### config.mk
export PLATFORM = sky130hd
export DESIGN_NAME = pzs_panel_ctrl
export DESIGN_NICKNAME = d
export VERILOG_FILES = /design/src/rtl/pzs_pkg.sv /design/src/rtl/pzs_wheel_dec.sv /design/src/rtl/pzs_pi_loop.sv /design/src/rtl/pzs_panel_ctrl.sv
export SDC_FILE = /design/constraint.sdc
export NUM_CORES = 1
export LEC_CHECK = 0
export ABC_AREA = 1
export BUFFER_PORTS_ARGS = -buffer_cell sky130_fd_sc_hd__buf_2
export CORE_MARGIN = 1.5
export CORE_UTILIZATION = 58
export DETAILED_ROUTE_END_ITERATION = 8
export PLACE_DENSITY_LB_ADDON = 0.08
export SYNTH_ARGS = -nofsm -noshare
export SYNTH_HDL_FRONTEND = slang
export SYNTH_HIERARCHICAL = 1
export SYNTH_SLANG_ARGS = --single-unit
### constraint.sdc
create_clock -name mclk_i -period 24.9 [get_ports mclk_i]
set_input_delay 0 -clock mclk_i [delete_from_list [all_inputs] [get_ports mclk_i]]
set_output_delay 0 -clock mclk_i [all_outputs]
set_load 0.05 [all_outputs]
### src/rtl/pzs_pkg.sv
/*
 * Shared constants, enumerations and carriers of the piezo setpoint panel
 * controller. Voltages are held in millivolts, unsigned, 18 bits wide.
 * Assumes a 250 MHz system clock and 16-bit unsigned converter samples.
 */
package pzs_pkg;

    // ------------------------------------------------------------------
    // Widths, limits and per-click amounts
    // ------------------------------------------------------------------
    localparam int MV_W = 18;
    localparam int ADC_W = 16;
    typedef logic [MV_W-1:0] pzs_mv_t;

    localparam pzs_mv_t LIM_75_MV = 18'h124F8;
    localparam pzs_mv_t LIM_100_MV = 18'h186A0;
    localparam pzs_mv_t LIM_150_MV = 18'h249F0;
    localparam pzs_mv_t RATE_HIGH_MV = 18'h003E8;
    localparam pzs_mv_t RATE_MED_MV = 18'h00064;
    localparam pzs_mv_t RATE_LOW_MV = 18'h0000A;
    localparam pzs_mv_t JOG_STEP_RST = 18'h00064;
    localparam pzs_mv_t JOG_STEP_INC = 18'h0000A;
    localparam pzs_mv_t JOG_STEP_MAX = 18'h02710;

    localparam logic [1:0] VMAX_75 = 2'h0;
    localparam logic [1:0] VMAX_100 = 2'h1;
    localparam logic [1:0] VMAX_150 = 2'h2;

    // ------------------------------------------------------------------
    // Modes and menu
    // ------------------------------------------------------------------
    typedef enum logic [1:0] {
        IN_SMA = 2'h0, IN_HUB1 = 2'h1, IN_HUB2 = 2'h2, IN_OFF = 2'h3
    } pzs_in_t;
    typedef enum logic [1:0] {
        WM_ADJ = 2'h0, WM_JOG = 2'h1, WM_GOTO = 2'h2
    } pzs_wm_t;
    typedef enum logic [1:0] {
        RT_LOW = 2'h0, RT_MED = 2'h1, RT_HIGH = 2'h2
    } pzs_rate_t;
    typedef enum logic [3:0] {
        ST_MAIN = 4'h1, ST_LIST = 4'h2, ST_EDIT = 4'h4, ST_PARAM = 4'h8
    } pzs_st_t;

    localparam logic [3:0] OPT_FB = 4'h3;
    localparam logic [3:0] OPT_INPUT = 4'h4;
    localparam logic [3:0] OPT_WHEEL = 4'h5;
    localparam logic [3:0] OPT_PARAM = 4'h6;
    localparam logic [3:0] OPT_TEACH = 4'h7;

    localparam pzs_in_t RST_INPUT = IN_OFF;
    localparam pzs_wm_t RST_WHEEL = WM_ADJ;
    localparam pzs_rate_t RST_RATE = RT_MED;

    localparam logic [7:0] CH_S = 8'h53;
    localparam logic [7:0] CH_1 = 8'h31;
    localparam logic [7:0] CH_2 = 8'h32;
    localparam logic [7:0] CH_N = 8'h4E;
    localparam logic [7:0] CH_A = 8'h41;
    localparam logic [7:0] CH_J = 8'h4A;
    localparam logic [7:0] CH_G = 8'h47;
    localparam logic [6:0] PCT_FULL = 7'h64;

    // ------------------------------------------------------------------
    // Timing
    // ------------------------------------------------------------------
    localparam int CLK_PERIOD_NS = 4;
    localparam int CTRL_PERIOD_NS = 10000;
    localparam int CTRL_CYC = CTRL_PERIOD_NS / CLK_PERIOD_NS;

    // ------------------------------------------------------------------
    // Carriers
    // ------------------------------------------------------------------
    typedef struct packed {
        logic up;
        logic dn;
    } pzs_click_t;

    typedef struct packed {
        pzs_mv_t value;
        logic is_pct;
        logic [7:0] in_char;
        logic [7:0] mode_char;
        logic [3:0] menu_item;
        logic in_menu;
    } pzs_disp_t;

endpackage : pzs_pkg

### src/rtl/pzs_wheel_dec.sv
/*
 * Wheel detent decoder: two-phase wheel contacts become single click
 * pulses with a direction. Assumes the contacts are asynchronous pins.
 */
`timescale 1ns/1ps
module pzs_wheel_dec import pzs_pkg::*; (
    input wire logic mclk_i,
    input wire logic rstn_i,
    input wire logic wheel_a_i,
    input wire logic wheel_b_i,
    output pzs_click_t click_o
);
    logic [1:0] a_sync;
    logic [1:0] b_sync;
    logic a_last;
    wire a_rise = a_sync[1] & ~a_last;

    // --------------------------------------------------------------
    // Synchronise, then one click per rising edge of phase A
    // --------------------------------------------------------------
    always_ff @(posedge mclk_i or negedge rstn_i) begin
        if (!rstn_i) begin
            a_sync <= 2'h0;
            b_sync <= 2'h0;
            a_last <= 1'b0;
            click_o <= '0;
        end else begin
            a_sync <= {a_sync[0], wheel_a_i};
            b_sync <= {b_sync[0], wheel_b_i};
            a_last <= a_sync[1];
            click_o.up <= a_rise & ~b_sync[1];
            click_o.dn <= a_rise & b_sync[1];
        end
    end
endmodule : pzs_wheel_dec

### src/rtl/pzs_pi_loop.sv
/*
 * Proportional-integral position loop. Runs on a divided tick and keeps
 * the drive between zero and the hardware ceiling. Assumes the target and
 * feedback are both given in millivolt-equivalent units.
 */
`timescale 1ns/1ps
module pzs_pi_loop import pzs_pkg::*; #(
    parameter int TICK_CYC = CTRL_CYC,
    parameter int KP_SHIFT = 2,
    parameter int KI_SHIFT = 6
) (
    input wire logic mclk_i,
    input wire logic rstn_i,
    input wire logic run_i,
    input pzs_mv_t target_i,
    input pzs_mv_t feedback_i,
    input pzs_mv_t ceiling_i,
    output pzs_mv_t drive_o
);
    initial begin
        if (TICK_CYC < 1 || TICK_CYC > 65536 || KP_SHIFT > 8 || KI_SHIFT > 12)
            $error("Loop parameters out of range.");
    end

    logic [15:0] tick_cnt;
    logic signed [31:0] integ;
    wire tick = (tick_cnt == 16'(TICK_CYC - 1));
    wire signed [31:0] err = 32'(signed'({1'b0, target_i}))
        - 32'(signed'({1'b0, feedback_i}));
    wire signed [31:0] int_max = 32'({1'b0, ceiling_i}) <<< KI_SHIFT;
    wire signed [31:0] int_sum = integ + err;
    wire signed [31:0] int_next = (int_sum < 0) ? 32'sh0 :
        (int_sum > int_max) ? int_max : int_sum;
    wire signed [31:0] raw = (err >>> KP_SHIFT) + (int_next >>> KI_SHIFT);
    wire pzs_mv_t next_drive = (raw < 0) ? '0 :
        (raw > 32'({1'b0, ceiling_i})) ? ceiling_i : raw[MV_W-1:0];

    // --------------------------------------------------------------
    // Loop update; integrator is held at zero while open
    // --------------------------------------------------------------
    always_ff @(posedge mclk_i or negedge rstn_i) begin
        if (!rstn_i) begin
            tick_cnt <= 16'h0000;
            integ <= 32'sh0;
            drive_o <= '0;
        end else begin
            tick_cnt <= tick ? 16'h0000 : tick_cnt + 16'h0001;
            if (!run_i) begin
                integ <= 32'sh0;
                drive_o <= '0;
            end else if (tick) begin
                integ <= int_next;
                drive_o <= next_drive;
            end
        end
    end
endmodule : pzs_pi_loop

### src/rtl/pzs_panel_ctrl.sv
/*
 * Front-panel setpoint controller of a piezo drive: menu, wheel modes,
 * teach levels, input routing and open/closed loop drive selection.
 * Assumes converter samples and control levels arrive on mclk_i; the
 * wheel contacts and menu button are asynchronous pins.
 */
// What this block does
// - Loop mode always starts open after power-up, never remembered.
// - Closed loop without feedback ramps drive to the hardware maximum.
// - The 100 V choice is software only; runaway still reaches 150 V.
// - Closed loop shows position as percent of travel instead of volts.
// - Input choices SMA, hub one, hub two, off shown as S, 1, 2, N.
// - Input off means no external input is used in open loop.
// - Open loop input drives amplifier; closed loop input is feedback.
// - Closed loop takes feedback from the selected input; off falls back to SMA.
// - Hub shared line spans all bays; pair line joins bays 1-2, 3-4, 5-6.
// - Closed loop with gauge reader applies no external modulation.
// - Jog mode moves setpoint one step per click in wheel direction.
// - Adjust mode moves 1 V, 100 mV or 10 mV per click by rate.
// - Go-to mode loads first teach level up, second teach level down.
// - Teach option copies setpoint into chosen slot, returns to main.
// - Wheel mode shown as A, J or G.
// - Options numbered 3 to 7; wheel scrolls, press enters.
// - Inside an option wheel changes candidate; press commits and exits, except in the parameter option.
// - Parameter option press opens step edit; next press stores jog step or rate, nothing in go-to mode.
// - Menu refused unless the high-voltage output is enabled.
// - Closed loop runs a proportional-integral position loop.
// - Open loop adds selected input to the internal setpoint.
`timescale 1ns/1ps
module pzs_panel_ctrl import pzs_pkg::*; #(
    parameter int CTRL_TICK_CYC = CTRL_CYC
) (
    input wire logic mclk_i,
    input wire logic rstn_i,
    input wire logic wheel_a_i,
    input wire logic wheel_b_i,
    input wire logic menu_btn_i,
    input wire logic hv_enable_i,
    input wire logic [1:0] vmax_sel_i,
    input wire logic sg_reader_i,
    input wire logic [ADC_W-1:0] ext_sma_i,
    input wire logic [ADC_W-1:0] hub_shared_line_i,
    input wire logic [ADC_W-1:0] hub_pair_line_i,
    output pzs_mv_t drive_output_o,
    output pzs_mv_t setpoint_o,
    output pzs_mv_t first_teach_level_o,
    output pzs_mv_t second_teach_level_o,
    output pzs_mv_t jog_step_o,
    output logic loop_closed_o,
    output logic [1:0] input_sel_o,
    output logic [1:0] wheel_mode_o,
    output logic [1:0] adjust_rate_o,
    output pzs_disp_t disp_o
);

    initial begin
        if (CTRL_TICK_CYC < 1)
            $error("Control tick must be at least one cycle.");
    end

    // ------------------------------------------------------------------
    // Helpers
    // ------------------------------------------------------------------
    function automatic pzs_mv_t clamp_mv(input logic signed [19:0] v,
                                         input pzs_mv_t lim);
        if (v < 0)
            return '0;
        else if (v > signed'({2'b00, lim}))
            return lim;
        else
            return v[MV_W-1:0];
    endfunction : clamp_mv

    function automatic pzs_mv_t adc_to_mv(input logic [ADC_W-1:0] s,
                                          input pzs_mv_t lim);
        logic [33:0] p;
        p = 34'(s) * 34'(lim);
        return p[ADC_W +: MV_W];
    endfunction : adc_to_mv

    // ------------------------------------------------------------------
    // Inputs: wheel clicks and synchronised menu button
    // ------------------------------------------------------------------
    pzs_click_t click;
    logic [1:0] btn_sync;
    logic btn_last;
    wire press = btn_sync[1] & ~btn_last;
    wire turn = click.up | click.dn;

    pzs_wheel_dec u_wheel (
        .mclk_i(mclk_i),
        .rstn_i(rstn_i),
        .wheel_a_i(wheel_a_i),
        .wheel_b_i(wheel_b_i),
        .click_o(click)
    );

    // ------------------------------------------------------------------
    // State
    // ------------------------------------------------------------------
    pzs_st_t st;
    logic [3:0] item;
    logic [1:0] cand;
    pzs_mv_t pval;
    pzs_mv_t setpoint;
    pzs_mv_t teach1;
    pzs_mv_t teach2;
    pzs_mv_t jog_step;
    logic loop_closed;
    pzs_in_t in_sel;
    pzs_wm_t wmode;
    pzs_rate_t rate;

    // ------------------------------------------------------------------
    // Limits and setpoint arithmetic
    // ------------------------------------------------------------------
    // The 100 V choice only narrows the setpoint; the amplifier ceiling
    // stays at 150 V so a runaway loop can still reach it.
    wire pzs_mv_t cfg_lim = (vmax_sel_i == VMAX_75) ? LIM_75_MV :
        (vmax_sel_i == VMAX_100) ? LIM_100_MV : LIM_150_MV;
    wire pzs_mv_t hw_lim = (vmax_sel_i == VMAX_75) ? LIM_75_MV :
        LIM_150_MV;
    wire pzs_mv_t rate_amt = (rate == RT_HIGH) ? RATE_HIGH_MV :
        (rate == RT_MED) ? RATE_MED_MV : RATE_LOW_MV;
    wire pzs_mv_t step_amt = (wmode == WM_JOG) ? jog_step : rate_amt;
    wire signed [19:0] sp_s = signed'({2'b00, setpoint});
    wire signed [19:0] step_s = signed'({2'b00, step_amt});
    wire signed [19:0] sp_moved = click.up ? sp_s + step_s : sp_s - step_s;
    wire pzs_mv_t goto_val = click.up ? teach1 : teach2;
    wire pzs_mv_t sp_wheel = (wmode == WM_GOTO) ?
        clamp_mv(signed'({2'b00, goto_val}), cfg_lim) :
        clamp_mv(sp_moved, cfg_lim);
    wire pzs_mv_t sp_hold = clamp_mv(sp_s, cfg_lim);

    // ------------------------------------------------------------------
    // Candidate stepping inside the menu
    // ------------------------------------------------------------------
    wire [1:0] cand_top = (item == OPT_INPUT) ? 2'h3 :
        (item == OPT_WHEEL) ? 2'h2 : (item == OPT_PARAM) ? 2'h0 : 2'h1;
    wire [1:0] cand_up = (cand >= cand_top) ? cand_top : cand + 2'h1;
    wire [1:0] cand_dn = (cand == 2'h0) ? 2'h0 : cand - 2'h1;
    wire [1:0] next_cand = click.up ? cand_up : cand_dn;
    wire [1:0] cand_cur = (item == OPT_FB) ? {1'b0, loop_closed} :
        (item == OPT_INPUT) ? in_sel : (item == OPT_WHEEL) ? wmode : 2'h0;
    wire [3:0] item_up = (item == OPT_TEACH) ? OPT_FB : item + 4'h1;
    wire [3:0] item_dn = (item == OPT_FB) ? OPT_TEACH : item - 4'h1;
    wire pzs_mv_t pval_cur = (wmode == WM_JOG) ? jog_step :
        MV_W'(rate);
    wire pzs_mv_t pval_top = (wmode == WM_JOG) ? JOG_STEP_MAX :
        MV_W'(RT_HIGH);
    wire pzs_mv_t pval_inc = (wmode == WM_JOG) ? JOG_STEP_INC :
        MV_W'(1);
    wire pzs_mv_t pval_floor = (wmode == WM_JOG) ? JOG_STEP_INC : '0;
    wire pzs_mv_t next_pval = click.up ?
        ((pval >= pval_top - pval_inc) ? pval_top : pval + pval_inc) :
        ((pval <= pval_floor + pval_inc) ? pval_floor : pval - pval_inc);

    // ------------------------------------------------------------------
    // Menu and setpoint sequencer
    // ------------------------------------------------------------------
    always_ff @(posedge mclk_i or negedge rstn_i) begin
        if (!rstn_i) begin
            btn_sync <= 2'h0;
            btn_last <= 1'b0;
            st <= ST_MAIN;
            item <= OPT_FB;
            cand <= 2'h0;
            pval <= '0;
            setpoint <= '0;
            teach1 <= '0;
            teach2 <= '0;
            jog_step <= JOG_STEP_RST;
            loop_closed <= 1'b0;
            in_sel <= RST_INPUT;
            wmode <= RST_WHEEL;
            rate <= RST_RATE;
        end else begin
            btn_sync <= {btn_sync[0], menu_btn_i};
            btn_last <= btn_sync[1];
            setpoint <= sp_hold;
            case (st)
                ST_MAIN: begin
                    if (press && hv_enable_i) begin
                        st <= ST_LIST;
                    end else if (turn) begin
                        setpoint <= sp_wheel;
                    end
                end
                ST_LIST: begin
                    if (press) begin
                        cand <= cand_cur;
                        st <= ST_EDIT;
                    end else if (turn) begin
                        item <= click.up ? item_up : item_dn;
                    end
                end
                ST_EDIT: begin
                    if (press) begin
                        st <= ST_MAIN;
                        case (item)
                            OPT_FB: loop_closed <= cand[0];
                            OPT_INPUT: in_sel <= pzs_in_t'(cand);
                            OPT_WHEEL: wmode <= (cand == 2'h3) ?
                                WM_GOTO : pzs_wm_t'(cand);
                            OPT_PARAM: begin
                                pval <= pval_cur;
                                st <= ST_PARAM;
                            end
                            OPT_TEACH: begin
                                if (cand == 2'h0)
                                    teach1 <= setpoint;
                                else
                                    teach2 <= setpoint;
                            end
                            default: st <= ST_MAIN;
                        endcase
                    end else if (turn) begin
                        cand <= next_cand;
                    end
                end
                ST_PARAM: begin
                    if (press) begin
                        st <= ST_MAIN;
                        if (wmode == WM_JOG)
                            jog_step <= pval;
                        else if (wmode == WM_ADJ)
                            rate <= pzs_rate_t'(pval[1:0]);
                    end else if (turn && wmode != WM_GOTO) begin
                        pval <= next_pval;
                    end
                end
                default: st <= ST_MAIN;
            endcase
        end
    end

    // ------------------------------------------------------------------
    // Routing and drive
    // ------------------------------------------------------------------
    // Hub pairing is fixed by the hub wiring, so only the line is chosen.
    wire [ADC_W-1:0] ext_sel = (in_sel == IN_HUB1) ? hub_shared_line_i :
        (in_sel == IN_HUB2) ? hub_pair_line_i : ext_sma_i;
    wire pzs_mv_t ext_mv = adc_to_mv(ext_sel, hw_lim);
    wire pzs_mv_t ext_add = (in_sel == IN_OFF) ? '0 : ext_mv;
    // In closed loop the off setting is overridden: the SMA input is used.
    wire pzs_mv_t fb_mv = ext_mv;
    wire pzs_mv_t open_drive = clamp_mv(
        sp_s + signed'({2'b00, ext_add}), hw_lim);
    pzs_mv_t pi_drive;

    pzs_pi_loop #(
        .TICK_CYC(CTRL_TICK_CYC)
    ) u_loop (
        .mclk_i(mclk_i),
        .rstn_i(rstn_i),
        .run_i(loop_closed),
        .target_i(setpoint),
        .feedback_i(fb_mv),
        .ceiling_i(hw_lim),
        .drive_o(pi_drive)
    );

    // Closed loop drive is the loop output alone, so nothing modulates it.
    wire pzs_mv_t next_drive = loop_closed ? pi_drive : open_drive;
    wire [ADC_W+6:0] pct_prod = 23'(ext_sel) * 23'(PCT_FULL);
    wire pzs_disp_t next_disp = '{
        value: loop_closed ? MV_W'(pct_prod[ADC_W +: 7]) : next_drive,
        is_pct: loop_closed,
        in_char: (in_sel == IN_SMA) ? CH_S : (in_sel == IN_HUB1) ? CH_1 :
            (in_sel == IN_HUB2) ? CH_2 : CH_N,
        mode_char: (wmode == WM_JOG) ? CH_J :
            (wmode == WM_GOTO) ? CH_G : CH_A,
        menu_item: item,
        in_menu: (st != ST_MAIN)
    };

    always_ff @(posedge mclk_i or negedge rstn_i) begin
        if (!rstn_i) begin
            drive_output_o <= '0;
            disp_o <= '0;
        end else begin
            drive_output_o <= next_drive;
            disp_o <= next_disp;
        end
    end

    assign setpoint_o = setpoint;
    assign first_teach_level_o = teach1;
    assign second_teach_level_o = teach2;
    assign jog_step_o = jog_step;
    assign loop_closed_o = loop_closed;
    assign input_sel_o = in_sel;
    assign wheel_mode_o = wmode;
    assign adjust_rate_o = rate;
endmodule : pzs_panel_ctrl

# After elaboration in Yosys (flattened, before gate mapping)

Index checks and enable logic that the tools add are counted.

Register bits: 239
Input port bits: 57

$add $sub $neg: 15
Multiply operators: 2
Order comparisons: 14
Equality and inequality tests: 31
Mux-type cells: 73
Bitwise gates (word level): 11
Reduce and logical (&&, ||, !) cells: 19

Operators by type and width:

| operator              | number |
|---|---|
| $mux 18               | 31 |
| $mux 32               | 4 |
| $lt 32x1->1 const B   | 2 |
| $mux 16               | 3 |
| $mux 4                | 11 |
| $add 18x18->19        | 2 |
| $sub 18x18->19        | 2 |
| $gt 18x18->1          | 2 |
| $pmux 18 s2           | 1 |
| $mul 16x18->34        | 1 |
| $add 32x19->32        | 1 |
| $gt 32x18->1          | 1 |
| $gt 32x25->1          | 1 |
| $mux 7                | 4 |
| $add 17x26->27        | 1 |
| $mux 2                | 12 |
| $mul 16x5->21 const B | 1 |
| $eq 4x3->1 const B    | 5 |
| $gt 20x19->1          | 1 |
| $lt 20x1->1 const B   | 1 |
| $mux 20               | 1 |
| $ne 2x2->1 const B    | 10 |
| $reduce_and 4->1      | 5 |
| $gt 19x18->1          | 1 |
| 36 further kinds      | 61 |

# Depth between registers and ports, before layout

Gate-level depths: netlist of run 1.

Depth in word-level cells: 15
Depth in mapped cells: 101
Mapped depth without buffers: 98

# Modules after synthesis

The synthesis of run 1 kept the hierarchy.

By module, submodules not included:

| module         | instances | cells each | area each (um^2) |
|---|---|---|---|
| pzs_panel_ctrl | 1         | 2673       | 19974.2 |
| pzs_pi_loop    | 1         | 1286       | 8230.4 |
| pzs_wheel_dec  | 1         | 12         | 193.9 |

# Worst setup path before layout of run 1

No wires, ideal clock.

Path type: flip-flop to flip-flop
From: register in_sel[1] (netlist: input_sel_o[1])
To: register u_loop.drive_o[0]
Setup time: 0.117 ns
Arrival time: 14.774 ns
Setup slack: 10.008 ns
Cell stages (with the launch flop): 93
Path buffers: 3
Clock period less this slack: 14.892 ns
Cell sequence: dfstp_2 -> inv_1 -> ha_1 -> inv_1 -> buf_2 -> clkbuf_1 -> nand3_1 -> o21ai_0 -> inv_1 -> fa_1 -> inv_1 -> fa_1 -> inv_1 -> fa_1 -> fa_1 -> fa_1 -> inv_1 -> fa_1 -> [57 not listed] -> o21ai_1 -> a21boi_1 -> o21ai_1 -> a21boi_0 -> o21ai_1 -> xor2_1 -> ha_1 -> nand2_1 -> nor3_1 -> a32o_1 -> nand3_1 -> nor2_1 -> nand2_1 -> nor2_8 -> buf_2 -> nand4_1 -> nand3_1 -> nand2_1

Longest elaborated chain between the ends: 15

RTL lines:

| element                | line                  | source |
|---|---|---|
| from (decl)            | pzs_panel_ctrl.sv:110 | `pzs_in_t in_sel;` |
| from (signal assigned) | pzs_panel_ctrl.sv:202 | `OPT_INPUT: in_sel <= pzs_in_t'(cand);` |
| $eq 2x2->1             | pzs_panel_ctrl.sv:242 | `(in_sel == IN_HUB2) ? hub_pair_line_i : ext_sma_i;` |
| $mux 16                | pzs_panel_ctrl.sv:242 |  |
| $mux 16 (*)            | pzs_panel_ctrl.sv:241 | `wire [ADC_W-1:0] ext_sel = (in_sel == IN_HUB1) ? hub_shared_line_i :` |
| $mul 16x18->34 (*)     | pzs_panel_ctrl.sv:77  | `p = 34'(s) * 34'(lim);` |
| via ext_mv[6]          | pzs_panel_ctrl.sv:243 | `wire pzs_mv_t ext_mv = adc_to_mv(ext_sel, hw_lim);` |
| $sub 18x18->19 (*)     | pzs_pi_loop.sv:29     | `- 32'(signed'({1'b0, feedback_i}));` |
| $add 32x19->32         | pzs_pi_loop.sv:31     | `wire signed [31:0] int_sum = integ + err;` |
| $gt 32x25->1           | pzs_pi_loop.sv:33     | `(int_sum > int_max) ? int_max : int_sum;` |
| $mux 32                | pzs_pi_loop.sv:33     |  |
| $mux 32                | pzs_pi_loop.sv:32     | `wire signed [31:0] int_next = (int_sum < 0) ? 32'sh0 :` |
| $add 17x26->27 (*)     | pzs_pi_loop.sv:34     | `wire signed [31:0] raw = (err >>> KP_SHIFT) + (int_next >>> KI_SHIFT);` |
| $gt 32x18->1           | pzs_pi_loop.sv:36     | `(raw > 32'({1'b0, ceiling_i})) ? ceiling_i : raw[MV_W-1:0];` |
| $mux 18                | pzs_pi_loop.sv:36     |  |
| $mux 18 (*)            | pzs_pi_loop.sv:35     | `wire pzs_mv_t next_drive = (raw < 0) ? '0 :` |
| $mux 18 (*)            | pzs_pi_loop.sv:51     | `end else if (tick) begin` |
| $mux 18 (*)            | pzs_pi_loop.sv:48     | `if (!run_i) begin` |
| to (signal assigned)   | pzs_pi_loop.sv:53     | `drive_o <= next_drive;` |
| to (decl)              | pzs_pi_loop.sv:18     | `output pzs_mv_t drive_o` |

The timed path passes the listed nets; every way through them passes the cells marked *. The select of a mux whose other input is x is not followed.
A chain may end at the register's enable or synchronous reset.

# Worst setup path after layout of run 1

From: register in_sel[1] (netlist: input_sel_o[1])
To: register u_loop.drive_o[16]

Same word-level chain as after synthesis.

==> results of run 1 <==
[kinds of logic after synthesis]
group	after synthesis	synth area share
compound gates	623	0.1256
xor+xnor	124	0.03851
fa+ha+maj	531	0.2691
buf+inv	814	0.1112
flops	235	0.2075
mux	4	0.001454
other cells	3	0.0003965
simple gates	1637	0.2462
[cell type report]
type | instances | share of cell area
sequential | 235 | 0.1884
antenna | 2 | 0.0001600
inverter | 736 | 0.08832
tap | 615 | 0.02460
multi-input combinational | 2974 | 0.6251
clock inverter | 15 | 0.006760
clock buffer | 37 | 0.02604
timing repair buffer | 227 | 0.04064
[flip-flops by register name, indices dropped and copies added (netlist names), 4 cells and up]
register,cells
disp_o,35
drive_output_o,18
first_teach_level_o,18
item,4
jog_step_o,18
pval,18
second_teach_level_o,18
setpoint_o,18
st,4
u_loop/drive_o,18
u_loop/integ,31
u_loop/tick_cnt,16
[routing by layer]
metal  vias to the layer above  routed length, um  track usage
li1                      13173                  -            -
met1                     11943              35100       0.4303
met2                       714              35390       0.5232
met3                       145               4846      0.04533
met4                         0               2690       0.1005
met5                         -                  0            0
[worst max-delay path, delay by kind of cell (launching register included)]
family          cells  cell delay (ns)
simple gates       37             4.12
compound gates     22             3.95
xor+xnor            4             0.87
flops               1             0.63
fa+ha+maj          14             5.97
buf+inv            14             2.07
[path summary, 6_finish.rpt]
| kind | end | cells past startpoint | startpoint | slack [ns] |
|---|---|---|---|---|
| setup / recovery | u_loop/drive_o[16]$_DFFE_PN0P_ | 91 | input_sel_o[1]$_DFFE_PN1P_ | 7.15 |
| hold / removal | btn_sync[0]$_DFF_PN0_ | 2 | menu_btn_i | 0.03 |
| setup reg to reg | u_loop/drive_o[16]$_DFFE_PN0P_ | 91 | input_sel_o[1]$_DFFE_PN1P_ | 7.15 |
| hold reg to reg | btn_sync[1]$_DFF_PN0_ | 0 | btn_sync[0]$_DFF_PN0_ | 0.35 |
| max in group asynchronous | u_loop/integ[30]$_DFFE_PN0P_ | 3 | rstn_i | 23.58 |
| min in group asynchronous | disp_o[16]$_DFF_PN0_ | 2 | rstn_i | 0.10 |
[metrics by stage]
| step | setup WS [ns] | instance area [sq um] | hold slack, ns |
|---|---|---|---|
| after CTS | 7.264 | 31270 | 0.003330 |
| after detailed placement | 7.463 | 30190 | 0.1129 |
| final | 7.154 | 31280 | 0.02645 |
| after global placement | 7.541 | 30190 | 0.1093 |
| after floorplan | 10.01 | 28590 | -0.2956 |
| after global routing | 5.740 | 31270 | 0.01794 |
[cells in the final DEF, fill, tap and decap left out, types with 12 or more instances in the layout]
master	synthesis	final
nand2_1	955	955
inv_1	719	719
ha_1	398	398
nor2_1	292	290
a21oi_1	230	230
dfrtp_1	226	226
o21ai_0	222	222
nand3_1	193	193
buf_2	10	187
fa_1	133	133
xor2_1	91	91
conb_1	3	55
nand4_1	53	53
nor3_1	39	39
xnor2_1	32	32
buf_4	9	32
clkbuf_16	0	28
a31oi_1	22	22
o211ai_1	20	20
nor4_1	20	20
a22o_1	18	18
o21bai_1	17	17
nand3_2	17	17
or2_2	16	16
inv_2	14	14
nand2_2	14	14
a211oi_1	12	12
==> flow_summary.yaml, run 1 <==
run_status:
  status: "complete, no violations"
timing:
  max_freq_mhz: 56.35
  hold_violations: 0
  min_period_ns: 17.75
  worst_pin_slew_ns: 1.120
  rsz0062_at_grt: "false"
  skew_ns: 0.07033
  fin_tns_setup_ns: 0
  finalCritPeriodShare: 0.7127
  relSlewSlack: 0.2507
  maxSlewViolCount: 0
  setup_viol: 0
grt:
  grt_pass1_wl_um: 127600
  grt_overflow: 0
  antenna_found_initial: 0
  grt_start_max_net_pins: 124
  grt_use_total: 0.3169
  grt_pass1_vias: 24751
layout:
  multiInputGateArea_sq_um: 19550
  final_cells: 4841
  n_fill_cell: 4518
  fin_util: 0.6510
  ff_latch_area_sq_um: 5892
  drive_above_1_share: 0.08949
  nNetsFinal: 4790
  syn_to_final_growth_pct: 10.14
worst_setup_path:
  cp-start-kind: "register"
  cp_slowest_cell: "dfstp_2"
  critPathKind: "reg -> reg"
  crit_fanout: 31
  cp_common_cell: "nand2_1"
  cp.required_ns: 25.39
  worstPathArrival_ns: 18.24
  end_kind: "register"
  critical-path-max-stage-delay_ns: 0.63
detailed_routing:
  wl_um: 78020
  antenna_left: 0
  wl_per_cell_um: 16.12
  drc: 0
  firstDrtPassIters: 5
  vias: 25975
  via_per_inst: 5.366
  first_iter_violations: 1847
synthesis:
  avgSynthCellArea_sq_um: 7.151
  ys_warn_count: 6
  ys.flop_type: "dfrtp_1"
  ys_types: 68
  synth_edf_count: 0
  seq_area_frac_synth: 0.2075
  synth-seq-cells: 235
  syn-instance-count: 3971
  netlist_area_sq_um: 28400
  synth.most_common_cell: "nand2_1"
  synth_top_area_share: 0.1991
  synth_top_cells_by_area: "dfrtp_1, ha_1, nand2_1, inv_1, fa_1"
  async_flop_share: 1.000
  netlist_top_cells_count: "nand2_1, inv_1, ha_1, nor2_1, a21oi_1"
  synth_area_leader_cell: "dfrtp_1"
die:
  die_area_sq_um: 50300
  io_pins: 194
  rows: 80
  die_w_um: 224.3
  core_sq_um: 48050
  initial_core_util: 0.5911
  die_y_um: 224.3
cts:
  cts_resized: 0
  clock-sinks: 235
  cts_buffers: 28
  clock_latency_ns: 0.61
  cts_tree: "yes"
  clock-root-buffer: "clkbuf_16"
  clock_tree.buffer_depth: 3
  hold_buffers: 6
  post_cts_buffers: 0
  clkTransAtPathRegs_ns: 0.06
  h-tree-depth: 1
hold_path:
  hold_path.class: "in -> reg"
place:
  io_buffers: 188
  gp_congestion: 0.9518
  place_inst: 4781
  dp_hpwl_um: 62840
job:
  maxCapViolations: 0
Power of run 1 is not shown: default switching activity piles up to over one toggle a cycle in this logic, so the estimate is an artifact.
==> run 2, diff against run 1 <==
--- a/config.mk
+++ b/config.mk
@@ -5,10 +5,10 @@
 export SDC_FILE = /design/constraint.sdc
 export NUM_CORES = 1
 export LEC_CHECK = 0
-export ABC_AREA = 1
+export ABC_AREA = 0
 export BUFFER_PORTS_ARGS = -buffer_cell sky130_fd_sc_hd__buf_2
 export CORE_MARGIN = 1.5
-export CORE_UTILIZATION = 58
+export CORE_UTILIZATION = 57
 export DETAILED_ROUTE_END_ITERATION = 8
 export PLACE_DENSITY_LB_ADDON = 0.08
 export SYNTH_ARGS = -nofsm -noshare
==> constraint.sdc (replaced) <==
create_clock -name mclk_i -period 14.4 [get_ports mclk_i]
set_input_delay 0 -clock mclk_i [delete_from_list [all_inputs] [get_ports mclk_i]]
set_output_delay 0 -clock mclk_i [all_outputs]
set_load 0.05 [all_outputs]
==> run 2 against run 1 <==
  * The flow now finishes with violations (setup timing)
  * Design area increased by 13%
  * Global-route usage is 3.2 points higher
  * First-iteration DRC count up 15%
  * Critical path depth down 9
  * Worst setup slack got worse by 8.1 ns
  * Clock-buffer cell count is 1 higher
  * Via count grew 3.1%
  * Sequential cell count is the same
  * Routed wire length grew 14%
  * Clock skew down 0.056 ns
  * Synthesized area fell by 3.3%
==> flow_summary.yaml, run 2 <==
detailed_routing:
  drc: 0
  drt-met1-wl_um: 36630
  first_iter_violations: 2131
  antenna_left: 0
  wl_met3_um: 5957
  via_per_inst: 5.917
  wl_um: 88600
  wl_per_cell_um: 19.58
  wl_met2_um: 42010
  firstDrtPassIters: 6
  vias: 26776
  top_layer: "met4"
synthesis:
  syn-instance-count: 3183
  avgSynthCellArea_sq_um: 8.626
  synth_edf_count: 0
  synth_top_cells_by_area: "dfrtp_1, ha_1, fa_1, inv_1, nand2_1"
  synth_top_area_share: 0.2060
  async_flop_share: 1.000
  synth.most_common_cell: "ha_1"
  seq_area_frac_synth: 0.2146
  netlist_top_cells_count: "ha_1, inv_1, nand2_1, nor2_1, dfrtp_1"
  ys_types: 108
  ys_warn_count: 6
  synth_area_leader_cell: "dfrtp_1"
  ys.flop_type: "dfrtp_1"
  netlist_area_sq_um: 27460
  synth-seq-cells: 235
worst_setup_path:
  cp-start-kind: "register"
  r2r_start: "input_sel_o[1]$_DFFE_PN1P_"
  cp_slowest_cell: "dfstp_4"
  cpLargestDelayFamily: "adder cells"
  crit_buf_inv: 14
  r2r_end: "u_loop/drive_o[14]$_DFFE_PN0P_"
  crit_start: "input_sel_o[1]$_DFFE_PN1P_"
  critical-path-max-stage-delay_ns: 0.64
  cp.depth: 82
  end_kind: "register"
  rrSetupSlack_ns: -0.97
  critPathKind: "reg -> reg"
  worstPathArrival_ns: 15.82
  endpoint: "u_loop/drive_o[14]$_DFFE_PN0P_"
  crit_fanout: 7
  cp.required_ns: 14.86
  r2r_cells: 82
die:
  core_sq_um: 47650
  die_w_um: 222.5
  io_pins: 194
  die_area_sq_um: 49500
  rows: 80
  die_y_um: 222.5
  initial_core_util: 0.5763
grt:
  grt_pass1_vias: 26807
  grt_overflow: 0
  grt_start_max_net_pins: 104
  grt_use_total: 0.3494
  antenna_found_initial: 0
  grt_pass1_wl_um: 139700
layout:
  mostFrequentLayoutCell: "buf_4"
  mostFrequentLayoutCells: "buf_4, ha_1, inv_1, nand2_1, dfrtp_1"
  top_register: "disp_o"
  final_cells: 4525
  reg_top3: "disp_o x35, u_loop/integ x31"
  fin_util: 0.7425
  drive_above_1_share: 0.2785
  largest_reg_flops: 35
  syn_to_final_growth_pct: 28.85
  nNetsFinal: 4474
run_status:
  status: "complete, but fails checks"
  violations: "setup timing"
timing:
  min_period_ns: 15.37
  rsz0062_at_grt: "true"
  skew_ns: 0.01440
  worst_pin_slew_ns: 1.287
  maxSlewViolCount: 0
  relSlewSlack: 0.1397
  setup_ws_ns: -0.9683
  max_freq_mhz: 65.07
  hold_violations: 0
  setup_viol: 18
  finalCritPeriodShare: 1.067
place:
  dp_slack_ns: -1.622
  gp_congestion: 0.9809
  place_inst: 4375
  dp_hpwl_um: 68540
  io_buffers: 188
job:
  maxCapViolations: 0
hold_path:
  hold_path.class: "in -> async"
cts:
  clkTransAtPathRegs_ns: 0.07
  clock_tree.buffer_depth: 3
  clock-root-buffer: "clkbuf_16"
  cts_tree: "yes"
  clock-sinks: 235
  clock_latency_ns: 0.58
  cts_buffers: 28
  h-tree-depth: 1
## run 2: layout make-up
cell class / instances / area [sq um]
Fill cell: 3523 / 12270
Inverter: 346 / 1301
Clock inverter: 13 / 157.7
Tap cell: 615 / 769.5
Antenna cell: 3 / 7.507
Clock buffer: 38 / 819.5
Sequential cell: 235 / 5902
Multi-Input combinational cell: 2548 / 21220
Timing Repair Buffer: 727 / 5205
## run 2: worst min-delay path by stage
stage	start	endpoint	slack [ns]
2_1_floorplan	rstn_i	adjust_rate_o[1]$_DFFE_PN0P_	-0.30
3_3_place_gp	rstn_i	drive_output_o[13]$_DFF_PN0_	0.08
3_5_place_dp	rstn_i	disp_o[39]$_DFF_PN0_	0.1
4_1_cts	menu_btn_i	btn_sync[0]$_DFF_PN0_	0.04
5_1_grt	wheel_a_i	u_wheel/a_sync[0]$_DFF_PN0_	0.07
6_report	rstn_i	disp_o[35]$_DFF_PN0_	0.06
## run 2: metal layers
layer / vias up / GRT usage
met3: 236 / 0.04205
met5: - / 0
li1: 12542 / -
met2: 1038 / 0.5874
met1: 12960 / 0.4571
met4: 0 / 0.1422
## run 2: timing repair
item | 4_1_cts | 5_1_grt
buffers inserted | 52 | 38
hold buffers | 6 | 0
endpoints found under the setup margin | 18 | 18
pin swaps | 97 | 118
endpoints found under the hold margin | 109 | 0
cloned | 2 | 1
gates resized for setup | 113 | 106
## run 2: cell families after synthesis
family,count (synthesis),synth area share
AND/OR/NAND/NOR,905,0.1604
AO/OA/AOI/OAI,789,0.1919
adder cells (fa/ha/maj),531,0.2783
buffers and inverters,476,0.06790
flip-flops,235,0.2146
XOR/XNOR,131,0.04206
multiplexers,113,0.04443
other,3,0.0004101
## run 2: through the flow
stage          TNS [ns]  area (sq um)  hold slack [ns]
2_1_floorplan    -5.095         28060          -0.2956
3_5_place_dp     -26.67         32560          0.09589
6_report         -16.86         35380          0.05763
5_1_grt          -29.94         35370          0.07429
3_3_place_gp     -15.88         32560          0.07968
4_1_cts          -14.85         34540          0.04322
## run 2: worst reg2reg max path, delay by kind of cell, from the launching register on
| family | cells | cell delay (ns) |
|---|---|---|
| flip-flops | 1 | 0.64 |
| buffers and inverters | 14 | 1.39 |
| multiplexers | 2 | 0.35 |
| AO/OA/AOI/OAI | 26 | 4.45 |
| XOR/XNOR | 3 | 0.42 |
| AND/OR/NAND/NOR | 24 | 3.46 |
| adder cells (fa/ha/maj) | 13 | 4.50 |
Power of run 2 is left out for the same reason.
